--- src/hw/sacc_pkg.sv ---
// Shared constants for the converter configuration and trigger control block
package sacc_pkg;

  // ****************************************
  // Clock and timing
  // ****************************************
  localparam int CLK_PERIOD_PS     = 8000;      // 125 MHz system clock
  localparam int SLOW_TICK_FREQ_HZ = 1000;      // Nominal internal tick source
  // Cycles of the system clock per slow tick, rounded down
  localparam int SLOW_TICK_CYC =
    int'(64'd1000000000000 / (64'(SLOW_TICK_FREQ_HZ) * 64'(CLK_PERIOD_PS)));
  localparam int LOCAL_CLK_DIV     = 4;         // Local conversion clock divider

  // ****************************************
  // Conversion clock source codes
  // ****************************************
  localparam logic [1:0] CLKSRC_BUS   = 2'h0;   // Bus clock
  localparam logic [1:0] CLKSRC_HALF  = 2'h1;   // Bus clock divided by two
  localparam logic [1:0] CLKSRC_ALT   = 2'h2;   // Alternate input, not present
  localparam logic [1:0] CLKSRC_LOCAL = 2'h3;   // Local asynchronous clock

  // ****************************************
  // Channel select codes
  // ****************************************
  localparam logic [4:0] CH_PIN_LAST = 5'h0b;   // Last pin-connected channel
  localparam logic [4:0] CH_RESERVED = 5'h1c;   // Undefined result
  localparam logic [4:0] CH_REF_HIGH = 5'h1d;   // High reference, supply
  localparam logic [4:0] CH_REF_LOW  = 5'h1e;   // Low reference, ground
  localparam logic [4:0] CH_DISABLE  = 5'h1f;   // Module off, no input
  localparam int         NUM_PINS    = 12;      // Pin-connected channels
  localparam int         FIRST_EN_W  = 8;       // Width of first pin enable group
  localparam int         SECOND_EN_W = 4;       // Width of second pin enable group

  // ****************************************
  // Result layout
  // ****************************************
  localparam int         RES_W       = 10;      // Full resolution
  localparam logic [3:0] MSB_IDX     = 4'h9;    // First trial bit
  localparam logic [3:0] LSB_IDX_10  = 4'h0;    // Last trial bit, 10-bit mode
  localparam logic [3:0] LSB_IDX_8   = 4'h2;    // Last trial bit, 8-bit mode

  // ****************************************
  // Tick counter
  // ****************************************
  localparam int         TICK_CNT_W  = 10;      // Free-running counter width
  localparam logic [2:0] RATE_OFF    = 3'h0;    // Rate code that stops overflows
  localparam int         RATE_BASE   = 2;       // Log2 period offset of the rate code

  // Converter states
  typedef enum logic [1:0] {
    SACC_IDLE,
    SACC_ARMED,
    SACC_SAMPLE,
    SACC_CONVERT
  } sacc_state_t;

endpackage

--- src/hw/sacc_tick_counter.sv ---
// Periodic tick counter that issues the hardware conversion trigger
`timescale 1ns/1ps
module sacc_tick_counter #(
  parameter int SLOW_DIV = sacc_pkg::SLOW_TICK_CYC  // Cycles per 1 kHz tick
) (
  input  wire logic       clock,
  input  wire logic       rst,
  input  wire logic       ext_reference_clock,  // Pin-level reference clock
  input  wire logic       tick_source_ext,      // 1: reference clock, 0: 1 kHz
  input  wire logic [2:0] tick_rate_select,     // Overflow period code
  output logic            overflow_pulse        // One cycle per overflow
);

  // Refuse a divider the counter cannot serve
  if (SLOW_DIV < 2) begin : g_chk
    $error("SLOW_DIV must be at least 2");
  end

  logic [1:0]                     ref_sync_reg;  // Two-stage synchroniser
  logic                           ref_prev_reg;  // Last synchronised level
  logic [31:0]                    slow_cnt_reg;  // Internal 1 kHz divider
  logic                           slow_tick_reg; // Internal tick pulse
  logic [sacc_pkg::TICK_CNT_W-1:0] tick_cnt_reg; // Free-running count
  logic [sacc_pkg::TICK_CNT_W-1:0] tick_last;    // Terminal count
  logic                           tick_en;       // One input tick

  // ****************************************
  // Input ticks
  // ****************************************

  // Reference pin is foreign to this clock, so it is synchronised first
  always_ff @(posedge clock or posedge rst) begin
    if (rst) begin
      ref_sync_reg <= 2'h0;
      ref_prev_reg <= 1'b0;
    end else begin
      ref_sync_reg <= {ref_sync_reg[0], ext_reference_clock};
      ref_prev_reg <= ref_sync_reg[1];
    end
  end

  // Internal slow source, derived from the system clock
  always_ff @(posedge clock or posedge rst) begin
    if (rst) begin
      slow_cnt_reg  <= 32'h0;
      slow_tick_reg <= 1'b0;
    end else if (slow_cnt_reg == 32'(SLOW_DIV - 1)) begin
      slow_cnt_reg  <= 32'h0;
      slow_tick_reg <= 1'b1;
    end else begin
      slow_cnt_reg  <= slow_cnt_reg + 32'h1;
      slow_tick_reg <= 1'b0;
    end
  end

  // Rising edge of the reference, or the slow tick
  assign tick_en = tick_source_ext ? (ref_sync_reg[1] & ~ref_prev_reg) : slow_tick_reg;

  // Period is two to the power of code plus base input ticks
  assign tick_last = sacc_pkg::TICK_CNT_W'((1 << (32'(tick_rate_select) + sacc_pkg::RATE_BASE)) - 1);

  // ****************************************
  // Free-running counter
  // ****************************************

  // Counts freely, one pulse per overflow
  always_ff @(posedge clock or posedge rst) begin
    if (rst) begin
      tick_cnt_reg   <= '0;
      overflow_pulse <= 1'b0;
    end else if (tick_rate_select == sacc_pkg::RATE_OFF) begin
      tick_cnt_reg   <= '0;
      overflow_pulse <= 1'b0;
    end else if (tick_en && tick_cnt_reg >= tick_last) begin
      tick_cnt_reg   <= '0;
      overflow_pulse <= 1'b1;
    end else begin
      tick_cnt_reg   <= tick_cnt_reg + (tick_en ? 1'b1 : 1'b0);
      overflow_pulse <= 1'b0;
    end
  end

endmodule

--- src/hw/sacc_top.sv ---
// Converter control: clock choice, triggers, channel decode, SAR sequencing
//
// Overview of operation
// RULE1 - Conversion clock: bus, half bus, local
// RULE2 - Alternate clock input absent, gives no clock
// RULE3 - Hardware trigger starts conversion on tick overflow
// RULE4 - Tick counter free-runs at selectable rate
// RULE5 - Tick clock: reference clock or 1 kHz
// RULE6 - Hardware trigger works in run, wait, stop
// RULE7 - Codes 0 to 11 select pins, each enabled
// RULE8 - Code 28 reserved; code 31 disables module
// RULE9 - Code 29 high reference, 30 low reference
// RULE10 - Only two pin enable groups exist
// RULE11 - Software sets both low-voltage bits for stop
// RULE12 - Linear successive approximation, ten bits
// RULE13 - Result right-justified, ten or eight bits
// RULE14 - Single or continuous; single returns to idle
// RULE15 - Done flag and optional completion interrupt
// RULE16 - Optional compare, less or greater-equal
// RULE17 - Up to 28 inputs via channel select
// RULE18 - Control write aborts and restarts unless all ones
// RULE19 - Done flag clears on write or low read
// RULE20 - Active flag set at start, cleared at end
// RULE21 - Overflow becomes one-cycle trigger pulse
`timescale 1ns/1ps
module sacc_top #(
  parameter int SLOW_DIV  = sacc_pkg::SLOW_TICK_CYC, // Cycles per 1 kHz tick
  parameter int LOCAL_DIV = sacc_pkg::LOCAL_CLK_DIV  // Local clock divider
) (
  input  wire logic        clock,
  input  wire logic        rst,
  input  wire logic        sc1_write,
  input  wire logic [4:0]  channel_select,
  input  wire logic        continuous_enable,
  input  wire logic        done_int_enable,
  input  wire logic        hw_trigger_enable,
  input  wire logic        compare_enable,
  input  wire logic        compare_greater,
  input  wire logic [9:0]  compare_value,
  input  wire logic [1:0]  conv_clock_select,
  input  wire logic        resolution_10bit,
  input  wire logic [7:0]  pin_enable_reg_first,
  input  wire logic [3:0]  pin_enable_reg_second,
  input  wire logic        result_low_read,
  input  wire logic        tick_source_ext,
  input  wire logic [2:0]  tick_rate_select,
  input  wire logic        ext_reference_clock,
  input  wire logic        stop_mode,
  input  wire logic        lowvolt_detect_enable,
  input  wire logic        lowvolt_stop_enable,
  input  wire logic        comparator_in,
  output logic [9:0]       result_data,
  output logic             conversion_done_flag,
  output logic             conversion_active_flag,
  output logic             conv_irq,
  output logic [9:0]       dac_code,
  output logic [11:0]      pin_channel_sel,
  output logic             ref_high_sel,
  output logic             ref_low_sel,
  output logic             converter_on,
  output logic [11:0]      pin_analog_enable
);

  // Refuse a local divider the enable logic cannot serve
  if (LOCAL_DIV < 2) begin : g_chk
    $error("LOCAL_DIV must be at least 2");
  end

  // ****************************************
  // Declarations
  // ****************************************

  sacc_pkg::sacc_state_t state_reg;      // Converter sequence state
  logic [4:0]            chan_reg;       // Latched channel code
  logic                  cont_reg;       // Latched continuous mode
  logic                  ien_reg;        // Latched interrupt enable
  logic [3:0]            bit_idx_reg;    // Current trial bit
  logic [9:0]            trial_reg;      // Approximation register
  logic                  done_set;       // Completion that sets the flag
  logic                  half_reg;       // Half-rate toggle
  logic [7:0]            local_cnt_reg;  // Local clock divider
  logic                  conv_en_reg;    // One conversion clock edge
  logic [1:0]            comp_sync_reg;  // Comparator synchroniser
  logic [1:0]            settle_reg;     // Cycles until a trial shows
  logic                  trig_pulse;     // Tick overflow, one cycle
  logic                  run_ok;         // Converter may run in this mode
  logic                  conv_tick;      // Usable conversion clock edge
  logic                  start_sw;       // Write that starts at once
  logic                  keep_bit;       // Comparator says keep trial bit
  logic [3:0]            lsb_idx;        // Last trial bit for resolution
  logic [9:0]            final_code;     // Approximation after last trial
  logic [9:0]            formatted;      // Right-justified result
  logic [9:0]            cmp_ref;        // Compare value at resolution
  logic                  cmp_true;       // Compare outcome
  logic                  result_ok;      // Result may be stored

  // ****************************************
  // Periodic tick counter
  // ****************************************

  // Overflow arrives already as a single-cycle pulse on this clock
  sacc_tick_counter #(
    .SLOW_DIV (SLOW_DIV)
  ) u_tick (
    .clock               (clock),
    .rst                 (rst),
    .ext_reference_clock (ext_reference_clock),
    .tick_source_ext     (tick_source_ext),      // RULE5
    .tick_rate_select    (tick_rate_select),     // RULE4
    .overflow_pulse      (trig_pulse)            // RULE21
  );

  // ****************************************
  // Conversion clock selection
  // ****************************************

  // Local clock runs as a divided enable, no second domain is needed
  always_ff @(posedge clock or posedge rst) begin
    if (rst) begin
      local_cnt_reg <= 8'h0;
    end else if (local_cnt_reg == 8'(LOCAL_DIV - 1)) begin
      local_cnt_reg <= 8'h0;
    end else begin
      local_cnt_reg <= local_cnt_reg + 8'h1;
    end
  end

  // Half-rate toggle for the divided bus clock
  always_ff @(posedge clock or posedge rst) begin
    if (rst) begin
      half_reg <= 1'b0;
    end else begin
      half_reg <= ~half_reg;
    end
  end

  // One enable per conversion clock edge of the chosen source
  always_ff @(posedge clock or posedge rst) begin
    if (rst) begin
      conv_en_reg <= 1'b0;
    end else begin
      case (conv_clock_select)
        sacc_pkg::CLKSRC_BUS:   conv_en_reg <= 1'b1;                    // RULE1
        sacc_pkg::CLKSRC_HALF:  conv_en_reg <= half_reg;                // RULE1
        sacc_pkg::CLKSRC_LOCAL: conv_en_reg <= (local_cnt_reg == 8'h0); // RULE1
        // Input not bonded out; a conversion here stalls forever
        sacc_pkg::CLKSRC_ALT:   conv_en_reg <= 1'b0;                    // RULE2
        default:                conv_en_reg <= 1'b0;
      endcase
    end
  end

  // Stop mode: only the local clock survives, and only with low-voltage
  // detection kept on by software
  assign run_ok = ~stop_mode
                | (lowvolt_detect_enable & lowvolt_stop_enable); // RULE11
  assign conv_tick = conv_en_reg & run_ok & (settle_reg == 2'h0)
                   & (~stop_mode | (conv_clock_select == sacc_pkg::CLKSRC_LOCAL));

  // ****************************************
  // Comparator input
  // ****************************************

  // Comparator is asynchronous; a trial or new routing shows through the drive
  // flop and synchroniser three cycles later, so decisions wait that long
  always_ff @(posedge clock or posedge rst) begin
    if (rst) begin
      comp_sync_reg <= 2'h0;
      settle_reg    <= 2'h3;
    end else begin
      comp_sync_reg <= {comp_sync_reg[0], comparator_in};
      settle_reg    <= (sc1_write || trig_pulse || conv_tick) ? 2'h3
                     : settle_reg - {1'b0, settle_reg != 2'h0}; // RULE12
    end
  end

  // ****************************************
  // Result arithmetic
  // ****************************************

  // Eight-bit mode stops two trials early
  assign lsb_idx = resolution_10bit ? sacc_pkg::LSB_IDX_10 : sacc_pkg::LSB_IDX_8;

  // High comparator means the input is at or above the trial code
  assign keep_bit = comp_sync_reg[1];

  // Drop the current trial bit when the input is below it
  always_comb begin
    final_code = trial_reg;
    if (!keep_bit) begin
      final_code[bit_idx_reg] = 1'b0;                    // RULE12
    end
  end

  // Right-justify in either format
  assign formatted = resolution_10bit ? final_code
                   : {2'h0, final_code[9:2]};             // RULE13

  // Compare at the same resolution as the result
  assign cmp_ref  = resolution_10bit ? compare_value : {2'h0, compare_value[7:0]};
  assign cmp_true = compare_greater ? (formatted >= cmp_ref)
                  : (formatted < cmp_ref);                // RULE16
  assign result_ok = ~compare_enable | cmp_true;          // RULE16

  // A software start happens only with the trigger off and a live channel
  assign start_sw = sc1_write & ~hw_trigger_enable
                  & (channel_select != sacc_pkg::CH_DISABLE);

  // ****************************************
  // Conversion sequence
  // ****************************************

  // Main sequencer; a control write always wins over the current step
  always_ff @(posedge clock or posedge rst) begin
    if (rst) begin
      state_reg              <= sacc_pkg::SACC_IDLE;
      chan_reg               <= sacc_pkg::CH_DISABLE;
      cont_reg               <= 1'b0;
      ien_reg                <= 1'b0;
      bit_idx_reg            <= sacc_pkg::MSB_IDX;
      trial_reg              <= 10'h0;
      conversion_active_flag <= 1'b0;
      done_set               <= 1'b0;
      result_data            <= 10'h0;
    end else begin
      done_set <= 1'b0;
      if (sc1_write) begin
        // Abort whatever runs and take the new setup
        chan_reg    <= channel_select;                   // RULE17
        cont_reg    <= continuous_enable;
        ien_reg     <= done_int_enable;
        bit_idx_reg <= sacc_pkg::MSB_IDX;
        trial_reg   <= 10'h0;
        if (channel_select == sacc_pkg::CH_DISABLE) begin
          state_reg              <= sacc_pkg::SACC_IDLE; // RULE8
          conversion_active_flag <= 1'b0;                // RULE20
        end else if (hw_trigger_enable) begin
          state_reg              <= sacc_pkg::SACC_ARMED;
          conversion_active_flag <= 1'b0;                // RULE20
        end else if (start_sw) begin
          state_reg              <= sacc_pkg::SACC_SAMPLE; // RULE18
          conversion_active_flag <= 1'b1;                // RULE20
        end
      end else begin
        case (state_reg)
          sacc_pkg::SACC_IDLE: conversion_active_flag <= 1'b0;
          sacc_pkg::SACC_ARMED: begin
            // Overflow pulses keep coming in every power mode
            if (trig_pulse && hw_trigger_enable) begin     // RULE3 RULE6
              state_reg              <= sacc_pkg::SACC_SAMPLE;
              conversion_active_flag <= 1'b1;             // RULE20
            end
          end
          sacc_pkg::SACC_SAMPLE: begin
            // One conversion clock for sampling, then the first trial
            if (conv_tick) begin
              state_reg   <= sacc_pkg::SACC_CONVERT;
              bit_idx_reg <= sacc_pkg::MSB_IDX;
              trial_reg   <= 10'h200;                     // RULE12
            end
          end
          sacc_pkg::SACC_CONVERT: begin
            if (conv_tick) begin
              if (bit_idx_reg == lsb_idx) begin
                // Last trial decided; store and flag unless the compare fails
                if (result_ok) begin
                  result_data <= formatted;               // RULE13
                  done_set    <= 1'b1;                    // RULE15
                end
                if (cont_reg) begin
                  state_reg <= hw_trigger_enable ? sacc_pkg::SACC_ARMED
                                                 : sacc_pkg::SACC_SAMPLE; // RULE14
                  conversion_active_flag <= ~hw_trigger_enable;
                end else begin
                  state_reg              <= sacc_pkg::SACC_IDLE; // RULE14
                  conversion_active_flag <= 1'b0;         // RULE20
                end
                trial_reg <= 10'h0;
              end else begin
                // Settle this bit, try the next lower one
                trial_reg <= final_code | (10'h1 << (bit_idx_reg - 4'h1)); // RULE12
                bit_idx_reg <= bit_idx_reg - 4'h1;
              end
            end
          end
          default: begin
            state_reg              <= sacc_pkg::SACC_IDLE;
            conversion_active_flag <= 1'b0;
          end
        endcase
      end
    end
  end

  // ****************************************
  // Done flag and interrupt
  // ****************************************

  // Completion in the same cycle as a clear keeps the flag set
  always_ff @(posedge clock or posedge rst) begin
    if (rst) begin
      conversion_done_flag <= 1'b0;
    end else if (done_set) begin
      conversion_done_flag <= 1'b1;                       // RULE15
    end else if (sc1_write || result_low_read) begin
      conversion_done_flag <= 1'b0;                       // RULE19
    end
  end

  // Interrupt follows the flag one cycle later, gated by the enable
  always_ff @(posedge clock or posedge rst) begin
    if (rst) begin
      conv_irq <= 1'b0;
    end else begin
      conv_irq <= conversion_done_flag & ien_reg;         // RULE15
    end
  end

  // ****************************************
  // Analog-side drive
  // ****************************************

  // Trial code for the capacitor array; zero outside a conversion
  always_ff @(posedge clock or posedge rst) begin
    if (rst) begin
      dac_code <= 10'h0;
    end else begin
      dac_code <= trial_reg;                              // RULE12
    end
  end

  // Only two enable groups exist; nothing is reserved for a third
  always_ff @(posedge clock or posedge rst) begin
    if (rst) begin
      pin_analog_enable <= 12'h0;
    end else begin
      pin_analog_enable <= {pin_enable_reg_second, pin_enable_reg_first}; // RULE10 RULE7
    end
  end

  // Input routing from the latched channel while the converter works;
  // codes between the last pin and the reserved code route nothing
  always_ff @(posedge clock or posedge rst) begin
    if (rst) begin
      pin_channel_sel <= 12'h0;
      ref_high_sel    <= 1'b0;
      ref_low_sel     <= 1'b0;
      converter_on    <= 1'b0;
    end else begin
      pin_channel_sel <= 12'h0;
      ref_high_sel    <= 1'b0;
      ref_low_sel     <= 1'b0;
      // Powered only while sampling or converting, low power otherwise
      converter_on    <= conversion_active_flag
                       && chan_reg != sacc_pkg::CH_DISABLE; // RULE8
      if (conversion_active_flag) begin
        if (chan_reg <= sacc_pkg::CH_PIN_LAST) begin
          pin_channel_sel <= 12'h1 << chan_reg;           // RULE7
        end else if (chan_reg == sacc_pkg::CH_REF_HIGH) begin
          ref_high_sel <= 1'b1;                           // RULE9
        end else if (chan_reg == sacc_pkg::CH_REF_LOW) begin
          ref_low_sel <= 1'b1;                            // RULE9
        end
        // Reserved code connects nothing; its result is meaningless
      end
    end
  end

endmodule

--- config.mk ---
export PLATFORM = sky130hd
export DESIGN_NAME = sacc_top
export DESIGN_NICKNAME = d
export VERILOG_FILES = /design/src/hw/sacc_pkg.sv /design/src/hw/sacc_tick_counter.sv /design/src/hw/sacc_top.sv
export SDC_FILE = /design/constraint.sdc
export NUM_CORES = 1
export LEC_CHECK = 0
export BUFFER_PORTS_ARGS = -buffer_cell sky130_fd_sc_hd__buf_2
export CORE_ASPECT_RATIO = 1.2
export CORE_MARGIN = 2
export CORE_UTILIZATION = 43
export DETAILED_ROUTE_END_ITERATION = 10
export GPL_TIMING_DRIVEN = 0
export PLACE_DENSITY = 0.63
export SYNTH_ARGS = -nofsm -noshare
export SYNTH_HDL_FRONTEND = slang
export SYNTH_HIERARCHICAL = 1
export SYNTH_SLANG_ARGS = --single-unit
--- constraint.sdc ---
create_clock -name clock -period 4.3 [get_ports clock]
set_input_delay 0.86 -clock clock [delete_from_list [all_inputs] [get_ports clock]]
set_output_delay 0.86 -clock clock [all_outputs]
set_load 0.005 [all_outputs]
==> results of run 1 <==
area by class of cell:
cell class	instances	area, um2	area share [%]
Inverter	42	160	1.98
Clock inverter	12	178	2.20
Buffer	17	92.6	1.15
Timing Repair Buffer	97	523	6.48
Clock buffer	19	443	5.49
Tap cell	204	255	3.16
Sequential cell	135	3390	42.0
Antenna cell	1	2.50	0.0310
Multi-Input combinational cell	416	3030	37.5
routing by layer:
| metal | share of wire (%) | GRT usage (%) |
|---|---|---|
| met5 | 0 | 0 |
| met1 | 42 | 21.0 |
| met3 | 3.7 | 4.23 |
| met2 | 52 | 31.0 |
| met4 | 1.9 | 7.48 |
power groups by stage:
stage | logic, mW | registers (mW) | clock network (mW)
after floorplan | 0.154 | 1.38 | 0
after global placement | 0.230 | 1.39 | 0
after detailed placement | 0.243 | 1.39 | 0
after CTS | 0.246 | 1.36 | 1.54
after global routing | 0.277 | 1.37 | 1.61
final | 0.240 | 1.36 | 1.51
worst max path at each step:
| stage | end | slack, ps | cells after the start |
|---|---|---|---|
| CTS | result_data[7]$_DFFE_PP0P_ | 280 | 12 |
| detailed placement | result_data[7]$_DFFE_PP0P_ | 310 | 12 |
| finish | result_data[7]$_DFFE_PP0P_ | 280 | 12 |
| global placement | result_data[4]$_DFFE_PP0P_ | 160 | 2 |
| global route | result_data[5]$_DFFE_PP0P_ | 40 | 12 |
| floorplan | result_data[2]$_DFFE_PP0P_ | 870 | 12 |
critical path: stages, from the launching register on:
cell       delay, ps
dfstp_2          570
clkbuf_1         330
inv_1            170
ha_1             300
nand2b_1         130
o21ai_0          190
mux2i_1          310
ha_1             300
nand4_1          150
a211oi_1         110
a2111oi_4        450
mux2i_4          520
mux2_2           390
kinds of logic (layout without fill, tap and decap cells):
family | Yosys count | count (layout) | share of synthesized area (%)
other | 0 | 1 | 0
flip-flops | 135 | 135 | 50.9
AND/OR/NAND/NOR | 201 | 201 | 16.9
buffers and inverters | 59 | 187 | 3.75
XOR/XNOR | 49 | 49 | 6.44
AO/OA/AOI/OAI | 100 | 100 | 10.2
multiplexers | 26 | 26 | 4.39
adder cells (fa/ha/maj) | 40 | 40 | 7.51
through the flow:
stage	utilization, %	setup slack (ps)	power [mW]
after global placement	49.0	159	1.62
after CTS	53.5	278	3.15
final	53.5	277	3.11
after global routing	53.5	44.8	3.26
after floorplan	-	865	1.53
after detailed placement	49.4	309	1.63
synth_stat cells, types with 11 or more instances:
library cell	instances
dfrtp_1	126
nor2_1	49
inv_1	41
ha_1	40
nand2_1	36
o21ai_0	31
xnor2_1	29
nand3_1	22
xor2_1	20
a21oi_1	16
nand2b_1	16
mux2_2	14
nor4_1	14
a211oi_1	13
nor3_1	13
nand4_1	11
cells in the final DEF (no fill, tap or decap), types with 3 or more instances in the layout:
cell / netlist / routed
a21o_1: 5 / 5
buf_6: 3 / 3
nor2b_1: 4 / 4
a211oi_1: 13 / 13
nor2_1: 49 / 49
dfstp_2: 9 / 9
nor4_1: 14 / 14
clkbuf_1: 7 / 8
bufinv_16: 0 / 4
nand4_1: 11 / 11
a21oi_1: 16 / 16
xor2_1: 20 / 20
nand3_1: 22 / 22
inv_1: 41 / 39
ha_1: 40 / 40
o22ai_1: 3 / 3
clkinvlp_4: 0 / 4
and2_1: 3 / 3
clkbuf_16: 0 / 17
o21ai_0: 31 / 31
nor4_2: 3 / 3
nand2_1: 36 / 36
nand2b_1: 16 / 16
or2_2: 3 / 3
a21boi_0: 8 / 8
xnor2_1: 29 / 29
a31oi_1: 3 / 3
mux2i_1: 9 / 9
dfrtp_1: 126 / 126
and3_1: 3 / 3
mux2_2: 14 / 14
or3_1: 3 / 3
and4_1: 4 / 4
buf_2: 5 / 100
nor3_1: 13 / 13
==> flow_summary.ini, run 1 <==
[run_status]
status = finished, final reports clean

[sta]
worst_pin_slew_ps = 899
hold_viol_final = 0
final_max_slew_viol_count = 0
timing.final.crit_share_pct = 93.6
skew_ps = 5.38
relSlewSlack_pct = 39.5
rsz0062_at_grt = no
hold_ws_ps = 354
setup_viol = 0
period_minus_slack_ps = 4020
fin_tns_setup_ps = 0
max_clock_freq_mhz = 249

[yosys]
syn-instance-count = 610
synthTopCellsByArea = dfrtp_1, ha_1, xnor2_1
synthFlopType = dfrtp_1
yosysTopAreaCell = dfrtp_1
synth_top_area_share_pct = 47.3
synth-seq-cells = 135
ys_seq_area_share_pct = 50.9
synth_nets = 698
synth_edf_count = 0
yosys_warnings = 6
async_flop_share_pct = 100
avgSynthCellArea_um2 = 10.9
netlist_area_um2 = 6670
yosysUniqueCellTypes = 68

[route]
dr_total_vias = 4840
drt-total-wl_um = 13800
ant_nets = 0
wire_per_inst_um = 14.6
drc = 0
drt-initial-drc-count = 250
vias_per_cell = 5.13
firstDrtPassIters = 6

[critical_path]
reg2reg_from = bit_idx_reg[0]$_DFFE_PP1P_
rr_endpoint = result_data[7]$_DFFE_PP0P_
path_max_fanout = 10
critPathKind = flop to flop
r2r_slack_ps = 280
arrival_ps = 4320
cp-start-kind = flop
required_ps = 4600
endpoint_kind = flop
ff2ff_path_depth = 12
cp-startpoint = bit_idx_reg[0]$_DFFE_PP1P_

[power]
peakVddDrop_uv = 201
combPwrFrac_pct = 7.7
p_leak_nw = 3.94
switching_power_mw = 0.708
powerDensity_nw_per_um2 = 386
p_sw_share_pct = 22.7
pwr-share-seq_pct = 43.9
clkPwrFrac_pct = 48.4
intPower_mw = 2.40

[clock_tree]
postCtsHoldBufs = 0
cts_root_buf = clkbuf_16
postCtsSetupRepairBufs = 0
clk_latency_ps = 420
cts_buffers = 17
clkSinkCount = 135
h-tree-depth = 4
clkTransAtPathRegs_ps = 60
cts_tree = built
cts_resized = 0
cts.path.max_buffers = 2

[die]
die_w_um = 118
die-area_um2 = 16500
io_pins = 98
die_h_um = 140
start_util_pct = 44.2
fp-row-count = 49
fp.coreArea_um2 = 15100

[global_route]
grt_pass1_vias = 4970
gr-usage-all-layers_pct = 17.8
grt_max_degree = 47
grt_pass1_wl_um = 23700
antenna_found_initial = 1
grt_overflow = 0

[layout]
drive_gt1_share_pct = 24.7
fin_cells = 943
syn_to_final_growth_pct = 21.1
design_area_um2 = 8070
nets = 814
largest_reg_flops = 32
fill_cells = 1373

[worst_hold_path]
hold_end = u_tick/ref_sync_reg[1]$_DFF_PP0_
hold-path-cell-count = 0
min-delay-start = u_tick/ref_sync_reg[0]$_DFF_PP0_
min_path_type = flop to flop

[placement]
dpl-instance-area_um2 = 7450
dp.cells = 911
gp_congestion = 0.841
io_buffers = 95
place_hpwl_um = 10400

[flow_run]
maxCapViolations = 0
Power figures use the tool's default switching activity.
==> run 2: changes to the inputs <==
Settings changed: CTS_BUF_LIST set to sky130_fd_sc_hd__clkbuf_4 sky130_fd_sc_hd__clkbuf_8, PLACE_DENSITY 0.63 to 0.7.
Clock period 4.3 ns to 4.8 ns, I/O delays scaled along.
==> flow_summary.ini, run 2 (synthesis results as in run 1) <==
[die]
fp.coreArea_um2 = 15100
die-area_um2 = 16500
start_util_pct = 44.2
fp-row-count = 49
die_w_um = 118
die_h_um = 140
io_pins = 98

[sta]
fin_ws_ps = 806
relSlewSlack_pct = 34.9
fin_tns_setup_ps = 0
timing.final.crit_share_pct = 83.2
skew_ps = 15.7
setup_viol = 0
worst_pin_slew_ps = 969
period_minus_slack_ps = 3990
hold_viol_final = 0
max_clock_freq_mhz = 250
rsz0062_at_grt = no
final_max_slew_viol_count = 0

[clock_tree]
clkTransAtPathRegs_ps = 80
postCtsHoldBufs = 0
h-tree-depth = 4
postCtsSetupRepairBufs = 0
cts_buffers = 17
cts_root_buf = clkbuf_8
clk_latency_ps = 450
clkSinkCount = 135
cts.path.max_buffers = 2
cts_tree = built
cts_resized = 0

[layout]
final_cell_mix = dfrtp_1, buf_2, nor2_1, ha_1, inv_1
postLayoutCoreUtil_pct = 52.3
antenna_cells = 0
final_common_cell = dfrtp_1
syn_to_final_growth_pct = 18.3
nets = 814
drive_gt1_share_pct = 24.9
largest_reg_flops = 32
fin_cells = 943

[route]
wire_per_inst_um = 14.8
dr_total_vias = 4985
drc = 0
vias_per_cell = 5.29
firstDrtPassIters = 4
drt-initial-drc-count = 245
ant_nets = 0
drt-total-wl_um = 13900

[critical_path]
required_ps = 5130
endpoint_kind = flop
cp_cell_sequence = clkbuf_1, inv_1, ha_1, nand2b_1, o21ai_0, mux2i_1, ha_1, nand2_1, o21ai_0, a2111oi_4, mux2i_4, mux2_2
critPathKind = flop to flop
cp_slowest_stage_delay_ps = 580
cp-start-kind = flop
arrival_ps = 4330
path_max_fanout = 10
slowest_stage = dfstp_2

[power]
pwr-share-seq_pct = 49.0
peakVddDrop_uv = 200
clkPwrFrac_pct = 42.2
combPwrFrac_pct = 8.8
p_sw_share_pct = 25.5
switching_power_mw = 0.633
powerDensity_nw_per_um2 = 315
p_leak_nw = 3.86
intPower_mw = 1.85

[flow_run]
maxCapViolations = 0

[global_route]
use_met2_pct = 30.7
grt_max_degree = 76
use_met1_pct = 21.1
gr-usage-all-layers_pct = 18.0
grt_overflow = 0
gr-max-usage-layer = met2
antenna_found_initial = 0
grt_pass1_vias = 5210
grt_use_met3_pct = 4.72
grt_pass1_wl_um = 24100

[placement]
dp.cells = 911
gp_congestion = 0.857
io_buffers = 95
place_hpwl_um = 10100
dp_slack_ps = 721

[worst_hold_path]
min_path_type = flop to flop

[run_status]
status = finished, final reports clean
-- run 2: power groups by stage --
stage                     Sequential (mW)  Clock [mW]  Combinational [mW]
after floorplan                      1.23           0               0.138
after global placement               1.24           0               0.203
after detailed placement             1.24           0               0.219
after CTS                            1.22        1.08               0.221
after global routing                 1.22        1.14               0.252
final                                1.22        1.05               0.218
-- run 2: final cells by class --
| class | count | area (um2) |
|---|---|---|
| flip-flops and latches | 135 | 3390 |
| multi-input cells | 416 | 3030 |
| clock buffers | 18 | 241 |
| well taps | 204 | 255 |
| repair buffers | 97 | 523 |
| fillers | 1370 | 7190 |
| clock inverters | 14 | 200 |
| plain buffers | 17 | 92.6 |
| inverters | 42 | 160 |
-- run 2: final timing paths --
kind	cells past startpoint	slack, ps	start	endpoint
setup / recovery	12	810	bit_idx_reg[0]$_DFFE_PP1P_	result_data[7]$_DFFE_PP0P_
hold / removal	0	350	comp_sync_reg[0]$_DFF_PP0_	comp_sync_reg[1]$_DFF_PP0_
setup reg to reg	12	810	bit_idx_reg[0]$_DFFE_PP1P_	result_data[7]$_DFFE_PP0P_
hold reg to reg	0	350	comp_sync_reg[0]$_DFF_PP0_	comp_sync_reg[1]$_DFF_PP0_
max in group asynchronous	3	3710	rst	bit_idx_reg[3]$_DFFE_PP1P_
min in group asynchronous	2	440	rst	local_cnt_reg[7]$_DFF_PP0_
-- run 2: metal layers --
layer	vias up	part of all wire [%]	wire [um]
met4	0	2.2	312
li1	2376	-	-
met1	2453	42	5900
met3	31	3.8	534
met5	-	0	0
met2	125	52	7180
-- run 2: per-stage QoR --
step	power (mW)	hold slack [ps]	cell area, um2
2_1_floorplan	1.37	331	6670
3_3_place_gp	1.44	341	7400
3_5_place_dp	1.46	336	7450
4_1_cts	2.51	356	7890
5_1_grt	2.61	372	7890
6_report	2.48	353	7890
-- run 2: critical path: cells and delay by family (launching register included) --
family                     cells  cell delay, ps
adders and majority gates      2             590
and+or+nand+nor                2             200
muxes                          3            1150
buffers and inverters          2             490
DFF                            1             580
AOI/OAI and AO/OA              3             870
